===== src/design/scs_consts.svh =====
// Register map, field positions, codes and reset values of the system clock selector
`ifndef SCS_CONSTS_SVH
`define SCS_CONSTS_SVH

// ********************************************************************
// Register offsets
// ********************************************************************
`define SCS_ADDR_SYSCFG   4'h0
`define SCS_ADDR_LOOPCFG  4'h1
`define SCS_ADDR_FLASHWS  4'h2
`define SCS_ADDR_STATUS   4'h3

// ********************************************************************
// Field layout
// ********************************************************************
`define SCS_DATA_W        16
`define SCS_SEL_MSB       1
`define SCS_DIV_MSB       9
`define SCS_BYPASS_BIT    10
`define SCS_INTOSC_BIT    11
`define SCS_WS_MSB        2
`define SCS_STAT_PLL_BIT  3

// ********************************************************************
// Codes and reset values
// ********************************************************************
`define SCS_SEL_WAKEUP    2'h0
`define SCS_SEL_LOOP      2'h2
`define SCS_SEL_DIRECT    2'h3
`define SCS_SEL_RST       2'h2
`define SCS_DIV_RST       10'h000
`define SCS_DIV_MAX       10'h3ff
`define SCS_WS_FORBIDDEN  3'h0
`define SCS_WS_RST        3'h4
`define SCS_FREQ_WS3_MHZ  17
`define SCS_FREQ_WS2_MHZ  13
`define SCS_FREQ_WS1_MHZ  8

`endif


===== src/design/scs_pkg.sv =====
// Types shared by the system clock selector files
`default_nettype none
package scs_pkg;

  // Sampled levels of every candidate clock source
  typedef struct packed {
    logic direct_clock_input;
    logic crystal_input;
    logic internal_osc;
    logic loop_output;
    logic wakeup_osc;
  } scs_src_t;

  // Clock generation method currently in force
  typedef enum logic [2:0] {
    SCS_MODE_WAKEUP,
    SCS_MODE_PRESCALE,
    SCS_MODE_LOOP,
    SCS_MODE_DIRECT
  } scs_mode_t;

  // Flash access request from the fetch unit
  typedef struct packed {
    logic req;
    logic seq;
  } scs_acc_t;

endpackage
`default_nettype wire


===== src/design/scs_clock_select.sv =====
// System clock selector: source choice, output prescaler, flash wait-state setting
//
// Functional notes
// Source select 11 passes the direct clock input straight to the system clock, same frequency and duty.
// Prescaler from the crystal input with factor one gives the same result as direct drive.
// Source select 10 with the bypass bit set chooses prescaler mode from the crystal or the internal oscillator.
// In prescaler mode the system clock is the oscillator divided by the divider setting plus one.
// With factor one the system clock follows the oscillator level and thus its duty cycle.
// The largest factor is 1024, giving the oscillator divided by 1024.
// Software picks the flash wait states for the clock rate, four always safe, three to 17 MHz, two to 13, one to 8.
// Software never selects zero flash wait states.
// Flash wait states delay only non-sequential accesses; sequential ones are served from prefetch.
// Source select 10 with the bypass bit clear enables the loop and takes the clock from its output.
// Source select 00 takes the system clock from the wakeup oscillator.
// The divider setting is ten bits wide, values 0 to 1023 giving factors 1 to 1024.
`timescale 1ns/100ps
`default_nettype none
`include "scs_consts.svh"

module scs_clock_select #(
  parameter int ADDR_W = 4
) (
  // Clock and reset
  input  wire logic                   clk_sys,
  input  wire logic                   rst_n,
  // Register port
  input  wire logic [ADDR_W-1:0]      reg_addr,
  input  wire logic [`SCS_DATA_W-1:0] reg_wdata,
  input  wire logic                   reg_wr,
  input  wire logic                   reg_rd,
  output logic [`SCS_DATA_W-1:0]      reg_rdata,
  // Clock sources and result
  input  wire scs_pkg::scs_src_t      src,
  output logic                        sys_clk_out,
  output logic                        loop_enable,
  // Flash access timing
  input  wire scs_pkg::scs_acc_t      flash_acc,
  output logic [2:0]                  flash_wait_states,
  output logic                        flash_acc_done
);

  // Wider addresses would alias onto the four registers through the 4-bit decode
  if ((ADDR_W < 2) || (ADDR_W > 4)) begin : g_addr_check
    $error("ADDR_W does not fit the register map");
  end

  // ********************************************************************
  // Registers
  // ********************************************************************
  logic [1:0]  clock_source_select_r;
  logic [9:0]  output_divider_setting_r;
  logic        vco_bypass_r;
  logic        internal_osc_sel_r;
  logic [2:0]  flash_ws_r;

  wire [3:0] addr_w     = 4'(reg_addr);
  wire hit_sys_w        = (addr_w == `SCS_ADDR_SYSCFG);
  wire hit_loop_w       = (addr_w == `SCS_ADDR_LOOPCFG);
  wire hit_ws_w         = (addr_w == `SCS_ADDR_FLASHWS);
  wire hit_stat_w       = (addr_w == `SCS_ADDR_STATUS);
  wire [2:0] ws_wdata_w = reg_wdata[`SCS_WS_MSB:0];
  // A zero wait-state write would break flash reads, so it is dropped
  wire ws_ok_w          = (ws_wdata_w != `SCS_WS_FORBIDDEN);

  always_ff @(posedge clk_sys) begin
    if (!rst_n) begin
      clock_source_select_r    <= `SCS_SEL_RST;
      output_divider_setting_r <= `SCS_DIV_RST;
      vco_bypass_r             <= 1'b1;
      internal_osc_sel_r       <= 1'b0;
      flash_ws_r               <= `SCS_WS_RST;
    end else if (reg_wr) begin
      if (hit_sys_w) begin
        clock_source_select_r <= reg_wdata[`SCS_SEL_MSB:0];
      end else if (hit_loop_w) begin
        output_divider_setting_r <= reg_wdata[`SCS_DIV_MSB:0];
        vco_bypass_r             <= reg_wdata[`SCS_BYPASS_BIT];
        internal_osc_sel_r       <= reg_wdata[`SCS_INTOSC_BIT];
      end else if (hit_ws_w && ws_ok_w) begin
        flash_ws_r <= ws_wdata_w;
      end
    end
  end

  // ********************************************************************
  // Mode decode
  // ********************************************************************
  wire sel_direct_w = (clock_source_select_r == `SCS_SEL_DIRECT);
  wire sel_loop_w   = (clock_source_select_r == `SCS_SEL_LOOP);
  // Reserved select code 01 falls back to the wakeup source, the safest clock
  wire scs_pkg::scs_mode_t mode_w =
    sel_direct_w                ? scs_pkg::SCS_MODE_DIRECT :
    (sel_loop_w && vco_bypass_r) ? scs_pkg::SCS_MODE_PRESCALE :
    sel_loop_w                  ? scs_pkg::SCS_MODE_LOOP :
                                  scs_pkg::SCS_MODE_WAKEUP;

  // ********************************************************************
  // Output prescaler
  // ********************************************************************
  logic       osc_prev_r;
  logic [9:0] div_cnt_r;

  wire osc_w       = internal_osc_sel_r ? src.internal_osc : src.crystal_input;
  wire osc_rise_w  = osc_w && !osc_prev_r;
  wire div_one_w   = (output_divider_setting_r == `SCS_DIV_RST);
  // Wrap on >= so that shrinking the setting never strands the counter
  wire cnt_wrap_w  = (div_cnt_r >= output_divider_setting_r);
  wire [9:0] div_cnt_nxt = !osc_rise_w ? div_cnt_r :
                           cnt_wrap_w  ? 10'h000 : div_cnt_r + 10'h001;
  // High for the first half of the factor, rounded up for odd factors
  wire [10:0] half_w = ({1'b0, output_divider_setting_r} + 11'h002) >> 1;
  wire div_clk_w     = ({1'b0, div_cnt_nxt} < half_w);

  always_ff @(posedge clk_sys) begin
    if (!rst_n) begin
      osc_prev_r <= 1'b0;
      div_cnt_r  <= 10'h000;
    end else begin
      osc_prev_r <= osc_w;
      div_cnt_r  <= div_cnt_nxt;
    end
  end

  // ********************************************************************
  // Clock selection
  // ********************************************************************
  // Factor one bypasses the counter so the oscillator duty survives
  wire presc_clk_w = div_one_w ? osc_w : div_clk_w;
  wire clk_nxt_w =
    (mode_w == scs_pkg::SCS_MODE_DIRECT)   ? src.direct_clock_input :
    (mode_w == scs_pkg::SCS_MODE_PRESCALE) ? presc_clk_w :
    (mode_w == scs_pkg::SCS_MODE_LOOP)     ? src.loop_output :
                                             src.wakeup_osc;
  wire loop_en_nxt_w = (mode_w == scs_pkg::SCS_MODE_LOOP);

  // ********************************************************************
  // Read data
  // ********************************************************************
  wire [`SCS_DATA_W-1:0] rd_sys_w  = `SCS_DATA_W'(clock_source_select_r);
  wire [`SCS_DATA_W-1:0] rd_loop_w = `SCS_DATA_W'({internal_osc_sel_r, vco_bypass_r, output_divider_setting_r});
  wire [`SCS_DATA_W-1:0] rd_ws_w   = `SCS_DATA_W'(flash_ws_r);
  wire [`SCS_DATA_W-1:0] rd_stat_w = `SCS_DATA_W'({loop_enable, mode_w});
  wire [`SCS_DATA_W-1:0] rd_w =
    hit_sys_w  ? rd_sys_w  :
    hit_loop_w ? rd_loop_w :
    hit_ws_w   ? rd_ws_w   :
    hit_stat_w ? rd_stat_w : '0;

  always_ff @(posedge clk_sys) begin
    if (!rst_n) begin
      sys_clk_out       <= 1'b0;
      loop_enable       <= 1'b0;
      reg_rdata         <= '0;
      flash_wait_states <= `SCS_WS_RST;
    end else begin
      sys_clk_out       <= clk_nxt_w;
      loop_enable       <= loop_en_nxt_w;
      reg_rdata         <= reg_rd ? rd_w : '0;
      flash_wait_states <= flash_ws_r;
    end
  end

  // ********************************************************************
  // Flash access timing
  // ********************************************************************
  scs_flash_wait u_flash_wait (
    .clk_sys     (clk_sys),
    .rst_n       (rst_n),
    .wait_states (flash_ws_r),
    .acc         (flash_acc),
    .acc_done    (flash_acc_done)
  );
endmodule
`default_nettype wire


===== src/design/scs_flash_wait.sv =====
// Flash access timing: wait states for non-sequential accesses only
`timescale 1ns/100ps
`default_nettype none
`include "scs_consts.svh"

module scs_flash_wait (
  // Clock and reset
  input  wire logic              clk_sys,
  input  wire logic              rst_n,
  // Setting and access
  input  wire logic [2:0]        wait_states,
  input  wire scs_pkg::scs_acc_t acc,
  output logic                   acc_done
);

  typedef enum logic {SCS_FW_IDLE, SCS_FW_WAIT} scs_fw_state_t;

  scs_fw_state_t state_r;
  scs_fw_state_t state_nxt;
  logic [2:0]    cnt_r;
  logic [2:0]    cnt_nxt;
  logic          done_nxt;

  // Sequential fetches come from the prefetch buffer and skip the wait
  wire take_w   = (state_r == SCS_FW_IDLE) && acc.req;
  wire fast_w   = acc.seq || (wait_states == `SCS_WS_FORBIDDEN);
  wire last_w   = (cnt_r == 3'h1);

  always_comb begin
    state_nxt = state_r;
    cnt_nxt   = cnt_r;
    done_nxt  = 1'b0;
    case (state_r)
      SCS_FW_IDLE: begin
        if (take_w && fast_w) begin
          done_nxt = 1'b1;
        end else if (take_w) begin
          state_nxt = SCS_FW_WAIT;
          cnt_nxt   = wait_states;
        end
      end
      SCS_FW_WAIT: begin
        cnt_nxt = cnt_r - 3'h1;
        if (last_w) begin
          state_nxt = SCS_FW_IDLE;
          done_nxt  = 1'b1;
        end
      end
      default: state_nxt = SCS_FW_IDLE;
    endcase
  end

  always_ff @(posedge clk_sys) begin
    if (!rst_n) begin
      state_r  <= SCS_FW_IDLE;
      cnt_r    <= 3'h0;
      acc_done <= 1'b0;
    end else begin
      state_r  <= state_nxt;
      cnt_r    <= cnt_nxt;
      acc_done <= done_nxt;
    end
  end
endmodule
`default_nettype wire


===== config.mk =====
export PLATFORM = sky130hd
export DESIGN_NAME = scs_clock_select
export DESIGN_NICKNAME = d
export VERILOG_FILES = /design/src/design/scs_pkg.sv /design/src/design/scs_clock_select.sv /design/src/design/scs_flash_wait.sv
export VERILOG_INCLUDE_DIRS = /design/src /design/src/design
export SDC_FILE = /design/constraint.sdc
export NUM_CORES = 1
export LEC_CHECK = 0
export ABC_AREA = 1
export BUFFER_PORTS_ARGS = -buffer_cell sky130_fd_sc_hd__clkbuf_2
export CAP_MARGIN = 25
export CORE_MARGIN = 1.5
export CORE_UTILIZATION = 35
export DETAILED_ROUTE_END_ITERATION = 10
export PLACE_DENSITY = 0.6
export SYNTH_ARGS = -nofsm -noshare
export SYNTH_HDL_FRONTEND = slang
export SYNTH_SLANG_ARGS = --single-unit

===== constraint.sdc =====
create_clock -name clk_sys -period 6.76 [get_ports clk_sys]
set_clock_uncertainty 0.15 [all_clocks]
set_input_delay 1.014 -clock clk_sys [delete_from_list [all_inputs] [get_ports clk_sys]]
set_output_delay 1.014 -clock clk_sys [all_outputs]
set_load 0.02 [all_outputs]

# Word level (Yosys, flattened, before mapping)
# Index checks and enable logic that the tools add are counted.
# W data, S select, Z words.
# totals
reg_bits	54
wordCells	79
inputBits	31
out_inout_bits	22
# classes
mux	24
eq_ne	11
n_bitwise	5
addsub	3
magnitude_cmp	2
n_reduce_logical	18
# op_table
op	count
$mux W10	2
$mux W12	1
$add A10 B2 Y11 const B	1
$add A10 B1 Y10 const B	1
$ge A10 B10 Y1	1
$logic_not A10 Y1	1
$lt A10 B10 Y1	1
$mux W1	10
$eq A2 B2 Y1 const B	4
$eq A4 B2 Y1 const B	2
$mux W2	4
$mux W4	2
$mux W3	2
$pmux W3 S2	1
$reduce_and A2 Y1	3
$logic_and A1 B1 Y1	5
$not A1 Y1	5
$reduce_or A5 Y1	1
$eq A4 B1 Y1 const B	1
$logic_not A4 Y1	1
$pmux W1 S2	2
$reduce_and A4 Y1	1
$eq A3 B1 Y1 const B	1
$logic_not A3 Y1	1
9 further kinds	9

# Logic depth before layout (Yosys ltp)
# depth
word_depth	8
mapped_depth	21
depth_no_buf	21

# Modules after synthesis
# Synthesis repeated with hierarchy kept, for this count alone.
# hier_totals
cells_unflattened	371
area_unflattened_um2	2775.2
# by_module_without_submodules
module	area_per_inst_um2	seq_area_each_um2	cells_per_inst	instances
scs_clock_select	2463.6	900.9	327	1
scs_flash_wait	311.5	100.1	44	1

# Least setup slack after synthesis
# No wires, ideal clock.
# synth_path
kind	input-to-reg
startpoint	input src[2] (netlist name)
endpoint	register sys_clk_out
setup_time_ns	0.070
stages	21
setup_slack_ns	3.632
t_required_ns	6.540
arrival_time_ns	2.908
path_buffers	0
cell_sequence	inv_1 > nand2_1 > nand3_4 > clkinv_2 > nand4_4 > nor2_4 > nand2_2 > nor3_4 > nand2_2 > clkinv_1 > nand3_1 > nand3_2 > inv_1 > ha_1 > a21oi_1 > o211ai_1 > nor2_1 > nand2_1 > nand2_1 > nand2_1 > a21oi_1
# synth_via
elab_chain_cells	7
# synth_lines
element	line_no	text
start, declared	scs_clock_select.sv:33	input wire scs_pkg::scs_src_t src,
$mux W1	scs_clock_select.sv:103	wire osc_w = internal_osc_sel_r ? src.internal_osc : src.crystal_input;
$logic_and A1 B1 Y1	scs_clock_select.sv:104	wire osc_rise_w = osc_w && !osc_prev_r;
$mux W10	scs_clock_select.sv:108	wire [9:0] div_cnt_nxt = !osc_rise_w ? div_cnt_r :
named net div_cnt_nxt[9]	scs_clock_select.sv:108	
$lt A10 B10 Y1	scs_clock_select.sv:112	wire div_clk_w = ({1'b0, div_cnt_nxt} < half_w);
$mux W1	scs_clock_select.sv:128	wire presc_clk_w = div_one_w ? osc_w : div_clk_w;
$mux W1	scs_clock_select.sv:131	(mode_w == scs_pkg::SCS_MODE_PRESCALE) ? presc_clk_w :
$mux W1	scs_clock_select.sv:130	(mode_w == scs_pkg::SCS_MODE_DIRECT) ? src.direct_clock_input :
end signal, assigned	scs_clock_select.sv:156	sys_clk_out <= clk_nxt_w;
end, declared	scs_clock_select.sv:34	output logic sys_clk_out,
# The timed path passes the listed nets, and every way through them passes these cells.
# A chain may end at the register's enable or synchronous reset.

# Worst setup path after layout
# Ends and elaborated chain as after synthesis.

==> results.py <==
metrics = {
    "cts": {
        "cts.sinks": 50,
        "clk_latency_ps": 300,
        "htree_levels": 2,
        "cts_buffer_depth": 2,
        "cts_tree": "yes",
        "postCtsHoldBufs": 0,
        "clk_pin_slew_ps": 90,
        "cts_setup_buffers": 0,
        "post_cts_resized": 0,
        "cts-root-buf": "clkbuf_8",
        "cts_buffers": 5,
    },
    "sta": {
        "fin_tns_setup_ps": 0,
        "relSlewSlack_pct": 54.8,
        "hold_viol_final": 0,
        "setup_viol_count_final": 0,
        "period_minus_slack_ps": 3220,
        "rsz0062_at_grt": "false",
        "final_max_slew_viol_count": 0,
        "fin_crit_sh_pct": 47.6,
        "tightest_slew_ps": 674,
        "max_freq_ghz": 0.311,
    },
    "critical_path": {
        "startpoint_type": "input port",
        "worstPathRequired_ps": 6840,
        "cp.arrival_ps": 3300,
        "crit_path_end_kind": "register",
        "crit_fanout": 4,
        "worstSetupPathType": "input port to register",
    },
    "final_layout": {
        "area_growth_pct": 14.0,
        "antenna_cells": 0,
        "finalNetCount": 457,
        "drive_above_1_share_pct": 16.4,
        "mostFrequentLayoutCells": "inv_1, nand2_1, dfxtp_1, clkbuf_2, nor2_1",
        "final_common_cell": "inv_1",
    },
    "detailed_routing": {
        "routed_wl_um": 5980,
        "wire_per_inst_um": 11.9,
        "drtPass1Iterations": 4,
        "drt_iter0_drc": 73,
        "drc": 0,
        "ant_nets": 0,
        "vias": 2385,
        "viasPerCell": 4.75,
    },
    "global_route": {
        "antenna_found_initial": 0,
        "grt_start_max_net_pins": 22,
        "grt_pass1_wl_um": 10300,
        "grt_use_total_pct": 15.2,
        "grt_remaining_overflow": 0,
        "grt_pass1_vias": 2285,
    },
    "floorplan": {
        "design.core.area_sq_mm": 0.00737,
        "dieArea_sq_mm": 0.00827,
        "die_y_um": 90.9,
        "fp.dieW_um": 90.9,
        "start_util_pct": 36.7,
        "ios": 53,
        "num_rows": 31,
    },
    "synth": {
        "ys_seq_area_share_pct": 37.0,
        "syn_area_per_cell_sq_um": 7.54,
        "syn-instance-count": 359,
        "synthDistinctLibCells": 38,
        "ys_warn_count": 0,
        "ys_ff_latch": 50,
        "synth_top_cell_area_share_pct": 37.0,
        "synth_top_area_cell": "dfxtp_1",
        "synth_area_leaders": "dfxtp_1, ha_1, inv_1",
        "mappedNetlistArea_sq_mm": 0.00271,
    },
    "placement": {
        "port_buffers": 44,
        "dp_hpwl_um": 4660,
        "gp_congestion": 0.918,
    },
    "pwr": {
        "p_total_uw": 544,
        "peakVddDrop_uv": 67.2,
        "power_density_mw_per_mm2": 176,
        "leakage_uw": 0.00141,
    },
    "worst_hold_path": {
        "hold_path_class": "register to register",
    },
    "run": {
        "maxCapViolCount": 0,
    },
    "status": {
        "status": "complete, no violations",
    },
}
## registers in the layout (all words and copies together) (netlist names), 2 cells and up
| register | cells |
|---|---|
| div_cnt_r | 10 |
| reg_rdata | 12 |
| u_flash_wait.cnt_r | 3 |
| output_divider_setting_r | 10 |
| flash_ws_r | 3 |
| clock_source_select_r | 2 |
| flash_wait_states | 3 |
## power breakdown
part	switching [uW]	leakage (uW)	internal, uW
clock network	98.7	0.0000373	71.3
registers	5.20	0.000405	301
logic	43.3	0.000965	23.8
## area by class of cell
type,count,area [sq um]
tap,99,124
inverter,57,215
sequential,50,1000
multi-input combinational,245,1450
clock buffer,6,72.6
clock inverter,1,7.51
timing repair buffer,44,220
fill,790,4280
## cell usage after synthesis
cell / count
nand2_4: 1
nor4_1: 6
clkinv_2: 1
mux2i_1: 1
nor2_4: 2
nor2_2: 1
or2_2: 2
nor2_1: 43
nor4_2: 1
o21bai_2: 1
clkbuf_1: 3
xnor2_1: 1
clkbuf_2: 1
inv_2: 1
nand4_4: 1
conb_1: 1
ha_1: 23
nand3_4: 1
clkinv_1: 2
buf_4: 4
nand2_2: 2
nor3_4: 1
nand3b_1: 1
inv_1: 53
nand3_1: 14
xor2_1: 8
o32ai_1: 1
dfxtp_1: 50
o21ai_0: 15
a21oi_1: 31
nand3_2: 1
nor3_1: 16
nand2_1: 50
o211ai_1: 3
nand4_1: 6
a31oi_1: 3
a211oi_1: 5
buf_2: 2
## layer usage
metal / track usage, % / up-vias / wire length, um
met3: 3.43 / 10 / 297
met1: 19.9 / 1062 / 2920
met4: 5.08 / 0 / 81
li1: - / 1262 / -
met5: 0 / - / 0
met2: 24.7 / 51 / 2680
## critical path, cell delays in order
cell,delay (ps)
clkbuf_2,80
inv_1,30
nand2_1,100
nand3_4,120
clkinv_2,100
nand4_4,90
nor2_4,140
nand2_2,90
nor3_4,150
nand2_2,80
clkinv_1,90
nand3_1,80
nand3_2,100
inv_1,40
ha_1,310
a21oi_1,150
o211ai_1,100
nor2_1,90
nand2_1,70
nand2_1,80
nand2_1,60
a21oi_1,120
## final timing paths
path	to	depth (start not counted)	slack, ps	startpoint
max	sys_clk_out	22	3540	src[2]
min	reg_rdata[11]	2	340	internal_osc_sel_r
max reg2reg	sys_clk_out	18	3600	output_divider_setting_r[9]
min reg2reg	reg_rdata[11]	2	340	internal_osc_sel_r
## per-stage QoR
step | utilization (%) | cell area (sq um) | hold slack, ps | setup WS [ps] | instances
after CTS | 41.9 | 3090 | 344 | 3530 | 502
final | 41.9 | 3090 | 339 | 3540 | 502
after detailed placement | 40.8 | 3010 | 330 | 3240 | 495
after floorplan | - | 2720 | 293 | 3630 | 362
after global routing | 41.9 | 3090 | 359 | 3290 | 502
after global placement | 40.8 | 3010 | 330 | 3250 | 495
## kinds of logic (layout without fill, tap and decap cells)
logic type | after synthesis | in the layout | synth area share (%)
and+or+nand+nor | 149 | 149 | 26.8
buffers and inverters | 67 | 108 | 10.0
AOI/OAI and AO/OA | 59 | 59 | 12.2
DFF | 50 | 50 | 37.0
adders and majority gates | 23 | 23 | 10.6
xor gates and xnor gates | 9 | 9 | 2.91
other | 1 | 4 | 0.139
muxes | 1 | 1 | 0.370
Note: power is estimated with default switching activity, not from simulation.
